--- config.mk ---
export PLATFORM = sky130hd
export DESIGN_NAME = arinc_tx_device_flat
export DESIGN_NICKNAME = d
export VERILOG_FILES = /design/src/rtl/arinc_tx_pkg.sv /design/src/rtl/arinc_tx_if.sv /design/src/rtl/arinc_tx_device.sv /design/src/flat_wrapper.sv
export VERILOG_INCLUDE_DIRS = /design/src /design/src/rtl
export SDC_FILE = /design/constraint.sdc
export NUM_CORES = 1
export LEC_CHECK = 0
export BUFFER_PORTS_ARGS = -buffer_cell sky130_fd_sc_hd__buf_4
export CORE_ASPECT_RATIO = 1.75
export CORE_MARGIN = 10
export CORE_UTILIZATION = 68
export DETAILED_ROUTE_END_ITERATION = 8
export PLACE_DENSITY_LB_ADDON = 0.05
export REMOVE_ABC_BUFFERS = 1
export SLEW_MARGIN = 20
export SYNTH_ARGS = -nofsm -noshare
export SYNTH_HDL_FRONTEND = slang
export SYNTH_SLANG_ARGS = --single-unit
--- constraint.sdc ---
create_clock -name CLK_SYS_I -period 6 [get_ports CLK_SYS_I]
set_input_delay 0.6 -clock CLK_SYS_I [delete_from_list [all_inputs] [get_ports CLK_SYS_I]]
set_output_delay 0.6 -clock CLK_SYS_I [all_outputs]
set_load 0.02 [all_outputs]
--- src/rtl/arinc_tx_consts.svh ---
// Constants shared by the transmitter device end and the host controller end
`ifndef ARINC_TX_CONSTS_SVH
`define ARINC_TX_CONSTS_SVH

// ==========================================================================
// FIFO and word shape
`define FIFO_DEPTH 4'h8
`define WORD_BITS 32
`define LAST_BIT_IDX 5'h1f

// ==========================================================================
// Bit timing in master clocks
`define HALF_BIT_HS 9'h005
`define HALF_BIT_LS 9'h028
`define WORD_GAP_HS 9'h028
`define WORD_GAP_LS 9'h140

// ==========================================================================
// Control word bit positions on the data bus
`define CW_PARITY_INSERT 4
`define CW_LOOPBACK_TEST 5
`define CW_PARITY_SENSE 12
`define CW_RATE_SELECT 13

// ==========================================================================
// Host register offsets
`define HOST_WORD_LO 4'h0
`define HOST_WORD_HI 4'h4
`define HOST_CONTROL 4'h8
`define HOST_TX_CTRL 4'hc
`define HOST_STATUS 4'h0

// Host tx control bits
`define TXC_ENABLE 0
`define TXC_BIT32_CTL 1
`define TXC_RESET 2'h2

`endif

--- src/rtl/arinc_tx_pkg.sv ---
// Types for the transmitter device end and the host controller end
package arinc_tx_pkg;

  // ========================================================================
  // Device end
  typedef enum logic [1:0] {
    TX_IDLE = 2'b00,
    TX_DATA = 2'b01,
    TX_NULL = 2'b10,
    TX_GAP = 2'b11
  } tx_state_t;

  typedef struct packed {
    logic [7:0][31:0] mem;
    logic [2:0] wr_ptr;
    logic [2:0] rd_ptr;
    logic [3:0] count;
    logic [15:0] byte1;
    logic byte1_ok;
    logic load1_n_prev;
    logic load2_n_prev;
    logic cw_prev;
    logic parity_insert;
    logic loopback_test_n;
    logic parity_even;
    logic rate_slow;
    tx_state_t state;
    logic [31:0] shreg;
    logic [4:0] bit_idx;
    logic [8:0] timer;
    logic [8:0] div;
    logic tx_clk;
    logic ones;
    logic zeroes;
    logic ready;
    logic loop_ones;
    logic loop_zeroes;
  } dev_state_t;

  // ========================================================================
  // Host end
  typedef enum logic [2:0] {
    H_IDLE = 3'b000,
    H_LOAD1 = 3'b001,
    H_HOLD1 = 3'b010,
    H_LOAD2 = 3'b011,
    H_HOLD2 = 3'b100,
    H_CW = 3'b101,
    H_HOLDCW = 3'b110
  } host_state_t;

  typedef struct packed {
    host_state_t state;
    logic [15:0] word_lo;
    logic [15:0] word_hi;
    logic [15:0] cw;
    logic [15:0] bd;
    logic load1_n;
    logic load2_n;
    logic cw_strobe;
    logic en_req;
    logic tx_enable;
    logic bit32_ctl;
    logic [31:0] rdata;
  } host_state_s_t;

endpackage : arinc_tx_pkg

--- src/rtl/arinc_tx_if.sv ---
// Pin-level link between the host controller and the transmitter device
`timescale 1ns/100ps
`default_nettype none
interface arinc_tx_if;
  logic [15:0] bd;
  logic first_byte_load_strobe_n;
  logic second_byte_load_strobe_n;
  logic control_word_strobe;
  logic transmit_enable_input;
  logic bit32_control_enable_n;
  logic transmit_ready;
  logic serial_ones_output;
  logic serial_zeroes_output;
  logic tx_clk;
  logic loop_ones;
  logic loop_zeroes;

  modport dev (
    input bd, first_byte_load_strobe_n, second_byte_load_strobe_n, control_word_strobe,
    input transmit_enable_input, bit32_control_enable_n,
    output transmit_ready, serial_ones_output, serial_zeroes_output, tx_clk, loop_ones, loop_zeroes
  );

  modport host (
    output bd, first_byte_load_strobe_n, second_byte_load_strobe_n, control_word_strobe,
    output transmit_enable_input, bit32_control_enable_n,
    input transmit_ready, serial_ones_output, serial_zeroes_output, tx_clk, loop_ones, loop_zeroes
  );
endinterface : arinc_tx_if
`default_nettype wire

--- src/rtl/arinc_tx_device.sv ---
// ARINC 429 transmitter device end: FIFO, serializer, parity, self-test loopback
//
// Decided for this implementation: the strobed register port and the placing of the registers.
`timescale 1ns/100ps
`default_nettype none
`include "arinc_tx_consts.svh"
module arinc_tx_device (
  // Clock and reset
  input wire logic CLK_SYS_I,
  input wire logic RESETN_I,
  // Pin link
  arinc_tx_if.dev bus,
  // Status
  output logic [3:0] FIFO_LEVEL_O
);

  arinc_tx_pkg::dev_state_t q;
  arinc_tx_pkg::dev_state_t d;

  // ========================================================================
  // Word assembly from the two bus images
  function automatic logic [31:0] assemble(input logic [15:0] b1, input logic [15:0] b2);
    logic [31:0] a;
    a = 32'h0;
    for (int k = 0; k < 8; k++) begin
      a[k] = b1[7 - k];
    end
    a[12:8] = b1[15:11];
    a[28:13] = b2;
    // Bits 30, 31 and 32 ride in the middle of the first byte
    a[29] = b1[9];
    a[30] = b1[10];
    a[31] = b1[8];
    return a;
  endfunction : assemble

  // Bit 32 chosen from the settings in force when the word leaves the FIFO
  function automatic logic [31:0] with_bit32(input logic [31:0] w, input logic insert,
                                             input logic even, input logic ctl_n);
    logic [31:0] r;
    r = w;
    if (ctl_n || insert) begin
      r[31] = even ? (^w[30:0]) : ~(^w[30:0]);
    end
    return r;
  endfunction : with_bit32

  // A write and a read in one cycle leave the word count unchanged
  logic push;
  logic pop;
  logic [8:0] half;
  logic [8:0] gap;

  // ========================================================================
  // Next state
  always_comb begin
    d = q;
    push = 1'b0;
    pop = 1'b0;
    half = q.rate_slow ? `HALF_BIT_LS : `HALF_BIT_HS;
    gap = q.rate_slow ? `WORD_GAP_LS : `WORD_GAP_HS;

    // ======================================================================
    // Strobe images, so each pin edge is seen from one registered copy
    d.load1_n_prev = bus.first_byte_load_strobe_n;
    d.load2_n_prev = bus.second_byte_load_strobe_n;
    d.cw_prev = bus.control_word_strobe;

    // ======================================================================
    // FIFO write side
    // Strobes take the bus on their trailing (rising) edge; a strobe that
    // never stands low across a clock edge is missed
    if (!q.load1_n_prev && bus.first_byte_load_strobe_n) begin
      d.byte1 = bus.bd;
      d.byte1_ok = 1'b1;
    end
    // A second byte with no first byte since the last word is dropped, so a
    // stray strobe cannot queue half a word
    if (!q.load2_n_prev && bus.second_byte_load_strobe_n) begin
      d.byte1_ok = 1'b0;
      push = q.byte1_ok && (q.count < `FIFO_DEPTH);
    end
    if (push) begin
      d.mem[q.wr_ptr] = assemble(q.byte1, bus.bd);
      d.wr_ptr = q.wr_ptr + 3'h1;
    end

    // ======================================================================
    // Control word register
    if (!q.cw_prev && bus.control_word_strobe) begin
      d.parity_insert = bus.bd[`CW_PARITY_INSERT];
      d.loopback_test_n = bus.bd[`CW_LOOPBACK_TEST];
      d.parity_even = bus.bd[`CW_PARITY_SENSE];
      d.rate_slow = bus.bd[`CW_RATE_SELECT];
    end

    // ======================================================================
    // Serializer
    unique case (q.state)
      arinc_tx_pkg::TX_IDLE: begin
        if (bus.transmit_enable_input && (q.count != 4'h0)) begin
          pop = 1'b1;
          d.shreg = with_bit32(q.mem[q.rd_ptr], q.parity_insert, q.parity_even,
                               bus.bit32_control_enable_n);
          d.rd_ptr = q.rd_ptr + 3'h1;
          d.bit_idx = 5'h0;
          d.timer = half - 9'h1;
          d.state = arinc_tx_pkg::TX_DATA;
        end
      end
      arinc_tx_pkg::TX_DATA: begin
        if (q.timer == 9'h0) begin
          d.timer = half - 9'h1;
          d.state = arinc_tx_pkg::TX_NULL;
        end else begin
          d.timer = q.timer - 9'h1;
        end
      end
      arinc_tx_pkg::TX_NULL: begin
        if (q.timer != 9'h0) begin
          d.timer = q.timer - 9'h1;
        end else if (q.bit_idx == `LAST_BIT_IDX) begin
          // The gap follows every word, so a word loaded just after the FIFO
          // ran dry still waits out the full null time
          d.timer = gap - 9'h2;
          d.state = arinc_tx_pkg::TX_GAP;
        end else begin
          d.bit_idx = q.bit_idx + 5'h1;
          d.shreg = {1'b0, q.shreg[31:1]};
          d.timer = half - 9'h1;
          d.state = arinc_tx_pkg::TX_DATA;
        end
      end
      arinc_tx_pkg::TX_GAP: begin
        // One idle cycle follows, which completes the gap count
        if (q.timer == 9'h0) begin
          d.state = arinc_tx_pkg::TX_IDLE;
        end else begin
          d.timer = q.timer - 9'h1;
        end
      end
    endcase

    // ======================================================================
    // Word counter and pin images
    d.count = q.count + {3'h0, push} - {3'h0, pop};
    d.ones = (d.state == arinc_tx_pkg::TX_DATA) && d.shreg[0];
    d.zeroes = (d.state == arinc_tx_pkg::TX_DATA) && !d.shreg[0];
    // Ready is already high in the gap after the last word has gone
    d.ready = (d.count == 4'h0) &&
              ((d.state == arinc_tx_pkg::TX_IDLE) || (d.state == arinc_tx_pkg::TX_GAP));
    d.loop_ones = !d.loopback_test_n && d.ones;
    d.loop_zeroes = !d.loopback_test_n && d.zeroes;

    // ======================================================================
    // Data clock divider; it runs free, outside words too, as a steady rate
    if (q.div >= half - 9'h1) begin
      d.div = 9'h0;
      d.tx_clk = !q.tx_clk;
    end else begin
      d.div = q.div + 9'h1;
    end
  end

  // ========================================================================
  // State register
  always_ff @(posedge CLK_SYS_I or negedge RESETN_I) begin
    if (!RESETN_I) begin
      // Link left idle: load strobe images high, control strobe image low, self-test off, ready high
      q <= '0;
      q.load1_n_prev <= 1'b1;
      q.load2_n_prev <= 1'b1;
      q.loopback_test_n <= 1'b1;
      q.ready <= 1'b1;
    end else begin
      q <= d;
    end
  end

  assign bus.transmit_ready = q.ready;
  assign bus.serial_ones_output = q.ones;
  assign bus.serial_zeroes_output = q.zeroes;
  assign bus.tx_clk = q.tx_clk;
  assign bus.loop_ones = q.loop_ones;
  assign bus.loop_zeroes = q.loop_zeroes;
  assign FIFO_LEVEL_O = q.count;

endmodule : arinc_tx_device
`default_nettype wire

--- src/flat_wrapper.sv ---
// flat-port wrapper written by rule: the top's interface ports become plain ports
module arinc_tx_device_flat 
  (CLK_SYS_I, RESETN_I, FIFO_LEVEL_O, bus_bd, bus_first_byte_load_strobe_n, bus_second_byte_load_strobe_n, bus_control_word_strobe, bus_transmit_enable_input, bus_bit32_control_enable_n, bus_transmit_ready, bus_serial_ones_output, bus_serial_zeroes_output, bus_tx_clk, bus_loop_ones, bus_loop_zeroes);
  arinc_tx_if bus_i ();
  input wire logic CLK_SYS_I;
  input wire logic RESETN_I;
  output logic [3:0] FIFO_LEVEL_O;
  input wire logic [$bits(bus_i.bd)-1:0] bus_bd;
  input wire logic [$bits(bus_i.first_byte_load_strobe_n)-1:0] bus_first_byte_load_strobe_n;
  input wire logic [$bits(bus_i.second_byte_load_strobe_n)-1:0] bus_second_byte_load_strobe_n;
  input wire logic [$bits(bus_i.control_word_strobe)-1:0] bus_control_word_strobe;
  input wire logic [$bits(bus_i.transmit_enable_input)-1:0] bus_transmit_enable_input;
  input wire logic [$bits(bus_i.bit32_control_enable_n)-1:0] bus_bit32_control_enable_n;
  output wire logic [$bits(bus_i.transmit_ready)-1:0] bus_transmit_ready;
  output wire logic [$bits(bus_i.serial_ones_output)-1:0] bus_serial_ones_output;
  output wire logic [$bits(bus_i.serial_zeroes_output)-1:0] bus_serial_zeroes_output;
  output wire logic [$bits(bus_i.tx_clk)-1:0] bus_tx_clk;
  output wire logic [$bits(bus_i.loop_ones)-1:0] bus_loop_ones;
  output wire logic [$bits(bus_i.loop_zeroes)-1:0] bus_loop_zeroes;
  assign bus_i.bd = bus_bd;
  assign bus_i.first_byte_load_strobe_n = bus_first_byte_load_strobe_n;
  assign bus_i.second_byte_load_strobe_n = bus_second_byte_load_strobe_n;
  assign bus_i.control_word_strobe = bus_control_word_strobe;
  assign bus_i.transmit_enable_input = bus_transmit_enable_input;
  assign bus_i.bit32_control_enable_n = bus_bit32_control_enable_n;
  assign bus_transmit_ready = bus_i.transmit_ready;
  assign bus_serial_ones_output = bus_i.serial_ones_output;
  assign bus_serial_zeroes_output = bus_i.serial_zeroes_output;
  assign bus_tx_clk = bus_i.tx_clk;
  assign bus_loop_ones = bus_i.loop_ones;
  assign bus_loop_zeroes = bus_i.loop_zeroes;
  arinc_tx_device u_core (.CLK_SYS_I(CLK_SYS_I), .RESETN_I(RESETN_I), .bus(bus_i), .FIFO_LEVEL_O(FIFO_LEVEL_O));
endmodule
* Yosys cells after proc, flatten, opt, wreduce, memory -nomap -nowiden
Cells that the tools add are included.
Widths: inputs -> output; s select.
** Word-level totals
- Memory bits (read-only) :: 0
- Latch bits :: 0
- Bits in writable memories :: 0
- Memories :: 0
- Bits in registers :: 353
- Output and inout bits :: 10
- Bits of input ports :: 23
** Operators by class
- Div/mod/pow operators :: 0
- $mul :: 0
- Reductions and logical operators :: 31
- $lt $le $gt $ge :: 5
- Add/subtract/negate cells :: 9
- Bitwise logic cells :: 1
- Shift-type cells :: 0
- Muxes and demuxes :: 29
- Equal/unequal tests :: 10
** Operators by type and width (count)
- $bwmux 256 :: 1
- $bmux 32 s3 :: 1
- $demux 32 s3 :: 1
- $pmux 37 s2 :: 1
- $mux 32 :: 2
- $mux 9 :: 6
- $mux 48 :: 1
- $mux 39 :: 1
- $mux 37 :: 1
- $pmux 9 s4 :: 1
- $reduce_xor 31->1 :: 1
- $sub 9x1->9 const B :: 2
- $logic_and 1x1->1 :: 11
- $add 9x1->9 const B :: 1
- $ge 9x9->1 :: 1
- $logic_not 9->1 :: 1
- $reduce_bool 9->1 :: 1
- $sub 9x2->9 const B :: 1
- $lt 3x4->1 const B :: 2
- $pmux 2 s4 :: 1
- $mux 1 :: 7
- $add 3x1->3 const B :: 2
- $eq 2x2->1 const B :: 3
- $logic_not 1->1 :: 6
- 20 further kinds :: 29

* Longest topological paths before layout
- Depth after elaboration :: 11
- Mapped depth :: 12

* Worst setup path before layout
Ideal clock, no wire load.
- Path kind :: reg2reg
- Start :: register u_core.q[91] (netlist name)
- End :: register u_core.q[60] (netlist name)
- Data required time :: 5882 ps
- Slack :: 3210 ps
- Cell stages (with the launch flop) :: 11
- Data arrival time :: 2672 ps
- Path buffers :: 3
- Setup time :: 118 ps
- Cell sequence :: dfrtp_1 -> buf_4 -> buf_6 -> buf_2 -> mux4_2 -> o21ai_0 -> xnor2_1 -> xnor2_1 -> xnor2_1 -> xnor3_1 -> a21o_1
** Between the ends
- Word-level cells in the longest chain between the ends :: 8
** Ends and longest elaborated chain
- from (decl) :: line arinc_tx_device.sv:17 : arinc_tx_pkg::dev_state_t q;
- $bmux 32 s3 (*) :: line arinc_tx_device.sv:103 : d.shreg = with_bit32(q.mem[q.rd_ptr], q.parity_insert, q.parity_even,
- $mux 32 (not written as such) (*) :: line arinc_tx_device.sv:103
- $reduce_xor 31->1 :: line arinc_tx_device.sv:43 : r[31] = even ? (^w[30:0]) : ~(^w[30:0]);
- $not 1->1 :: line arinc_tx_device.sv:43
- $mux 1 :: line arinc_tx_device.sv:43
- $mux 1 (*) :: line arinc_tx_device.sv:42 : if (ctl_n || insert) begin
- $mux 48 (*) :: line arinc_tx_device.sv:101 : if (bus.transmit_enable_input && (q.count != 4'h0)) begin
- $pmux 37 s2 (*) :: line arinc_tx_device.sv:99 : unique case (q.state)
Mark *: on every way between the ends. The rest lies on a longest branch, timed or not. The select of a mux whose other input is x is not followed.
A chain may end at the register's enable or synchronous reset.

* Final worst setup path
- Start :: register u_core.q[92] (netlist name)
- End :: register u_core.q[60] (netlist name)
Same word-level chain as after synthesis.

==> flow_summary_export.csv <==
group,metric,value,unit
clock_tree,cts_max_path_buffers,3,
synth,ys.warnings.count,0,
critical_path,cp.arrival,4.18,ns
place,gp_congestion,0.824,
synth,seq_area_frac_synth,55.4,%
pwr,p_total,9.31,mW
timing,slew_headroom,27.6,%
clock_tree,cts_tree,"done",
clock_tree,cts.sinks,353,
floorplanning,coreArea,23200,um^2
critical_path,crit_fanout,60,
timing,fmax,0.265,GHz
place,pre_cts_ws,2.25,ns
drt,drt_iter0_drc,485,
pwr,p_leak,8.34,nW
drt,wl_per_cell,23.9,um
place,dp_hpwl,21300,um
drt,via_count,9552,
synth,synthTopCellsByCount,"dfrtp_1, mux2_2, mux2i_1",
floorplanning,initial_core_util,68.7,%
job,max-cap-violations,0,
critical_path,critPathTopFamily,"XOR/XNOR gates",
grt,grt_pass1_vias,10200,
grt,grt_first_pass_wirelength,56500,um
critical_path,crit_type,"reg2reg",
critical_path,slowest_stage,"dfrtp_4",
finish,fillers,1525,
grt,antenna_found_initial,0,
synth,syn_area_per_cell,14.0,um^2
drt,drtPass1Iterations,5,
pwr,power_density,529,nW/um^2
critical_path,path_cells,"mux4_1, mux2i_1, xnor2_1, xnor2_1, xnor3_1, xnor3_1, xnor3_1, a21o_1",
clock_tree,numCtsBuffers,34,
timing,worst_slack,2.23,ns
timing,rsz0062_at_grt,"no",
critical_path,cp-end-kind,"register",
floorplanning,die_h,223,um
synth,netlist_area,16000,um^2
timing,finalHoldViolations,0,
synth,yosysMostFrequentCell,"dfrtp_1",
critical_path,worst_path_most_repeated_cell,"xnor3_1",
grt,grt-ovfl-total,0,
place,io_buffers,32,
pwr,ir_drop,0.542,mV
critical_path,start_kind,"register",
floorplanning,boundaryPins,33,
worst_hold_path,min_path_type,"in2async",
clock_tree,ctsRootBufferMaster,"clkbuf_16",
clock_tree,cts_resized,0,
grt,grt_start_max_net_pins,146,
status,status,"finished, final reports clean",
finish,fin_nets,1192,
critical_path,cp_num_cells,8,
critical_path,slowest_delay,1.13,ns
finish,area_growth,10.3,%
drt,ant_nets,0,
synth,synth_edf_count,0,
grt,grt_usage,24.0,%
drt,wl,35400,um
synth,yosysTopAreaCell,"dfrtp_1",
finish,diodes,0,
synth,synth-async-reset-ratio,100,%
synth,synth_seq_cells,353,
timing,setup-violations-final,0,
synth,synth_cell_types,49,
finish,final_cells,1482,
timing,skew,0.0208,ns
finish,drive_gt1_share,36.2,%
critical_path,crit_required,6.41,ns
timing,finalCritPeriodShare,62.8,%
synth,synth_top_area_share,54.7,%
synth,syn_inst,1138,
clock_tree,cts.hold.buffers_added,0,
floorplanning,die_area,30200,um^2
place,post-place-cells,1421,
clock_tree,clk_pin_slew,0.07,ns
clock_tree,htreeDepth,2,
critical_path,crit_buf_inv,0,
synth,ys.flop_type,"dfrtp_1",
critical_path,ff2ff_path_depth,8,
drt,drc_errors,0,
timing,tns,0,ns
drt,routed_via_density,6.45,
clock_tree,clk_latency,0.52,ns
synth,synth.area.top_cells,"dfrtp_1, mux2_2, mux4_2, mux2i_1, a221o_1",
floorplanning,die_x,136,um
clock_tree,post-cts-setup-buffers,0,
floorplanning,rows,74,
timing,layout_min_cycle_time,3.77,ns
timing,worst_pin_slew,1.09,ns
timing,slew_viol_final,0,
[state kept, by name (all words and copies together), names as in the netlist]
| name | cells |
|---|---|
| u_core.FIFO_LEVEL_O | 4 |
| u_core.bus.loop_ones | 1 |
| u_core.bus.loop_zeroes | 1 |
| u_core.bus.serial_ones_output | 1 |
| u_core.bus.serial_zeroes_output | 1 |
| u_core.bus.transmit_ready | 1 |
| u_core.bus.tx_clk | 1 |
| u_core.q | 343 |
[worst paths after layout]
| path | startpoint | endpoint | slack, ns |
|---|---|---|---|
| min in group CLK_SYS_I | bus_second_byte_load_strobe_n | u_core.q[68] | 0.20 |
| hold reg to reg | u_core.bus.tx_clk | u_core.bus.tx_clk | 0.47 |
| setup / recovery | u_core.q[92] | u_core.q[60] | 2.23 |
| setup reg to reg | u_core.q[92] | u_core.q[60] | 2.23 |
| hold / removal | RESETN_I | u_core.q[14] | 0.14 |
| max in group asynchronous | RESETN_I | u_core.q[170] | 4.42 |
[layer usage]
layer	track usage, %	part of all wire (%)	up-vias
met5	0	0	-
met4	9.94	3.4	0
met3	3.46	4.0	76
met2	41.3	53	235
met1	29.2	40	5066
li1	-	-	4175
[final cells by class]
class | count | area [um^2] | area share, %
clock buffer | 49 | 1020 | 5.80
clock inverter | 12 | 125 | 0.711
inverter | 20 | 75.1 | 0.426
multi-input combinational | 694 | 6760 | 38.4
sequential | 353 | 8840 | 50.2
tap | 304 | 380 | 2.16
timing repair buffer | 50 | 408 | 2.32
[stage by stage]
stage | hold WS, ns | utilization (%) | area [um^2]
5_1_grt | 0.182 | 75.8 | 17600
3_3_place_gp | 0.455 | 70.8 | 16500
3_5_place_dp | 0.459 | 70.8 | 16500
4_1_cts | 0.180 | 75.8 | 17600
2_1_floorplan | 0.304 | - | 15600
6_report | 0.137 | 75.8 | 17600
[cells in the final DEF (no fill, tap or decap), types with 4 or more instances in the layout]
master	instances
a221o_1	30
mux2i_1	58
dfstp_2	4
nor3_1	4
dfrtp_1	347
inv_1	20
clkbuf_16	37
o21ai_0	46
nand3_1	6
buf_4	47
a21oi_1	16
mux4_2	29
ha_1	15
nand2_1	29
mux4_1	8
nor2b_1	4
nor2_1	54
and3_1	4
xor2_1	8
mux2_2	276
clkbuf_1	7
clkbuf_8	5
clkinv_2	6
xnor2_1	31
a22oi_1	27
[power by group]
group / switching, mW / internal [mW]
Clock: 0.907 / 1.28
Sequential: 0.576 / 3.08
Combinational: 1.53 / 1.95
Total: 3.01 / 6.30
[kinds of logic (layout without fill, tap and decap cells)]
logic type	count (synthesis)	after routing	synth area share, %
AO/OA/AOI/OAI	136	136	5.95
buffers and inverters	92	131	2.67
flip-flops	353	353	55.4
adder cells (fa/ha/maj)	16	16	1.30
XOR/XNOR	42	42	2.56
AND/OR/NAND/NOR	127	127	3.61
multiplexers	371	371	28.5
other	1	2	0.0235
No activity file was read; power rests on OpenSTA's default activity.
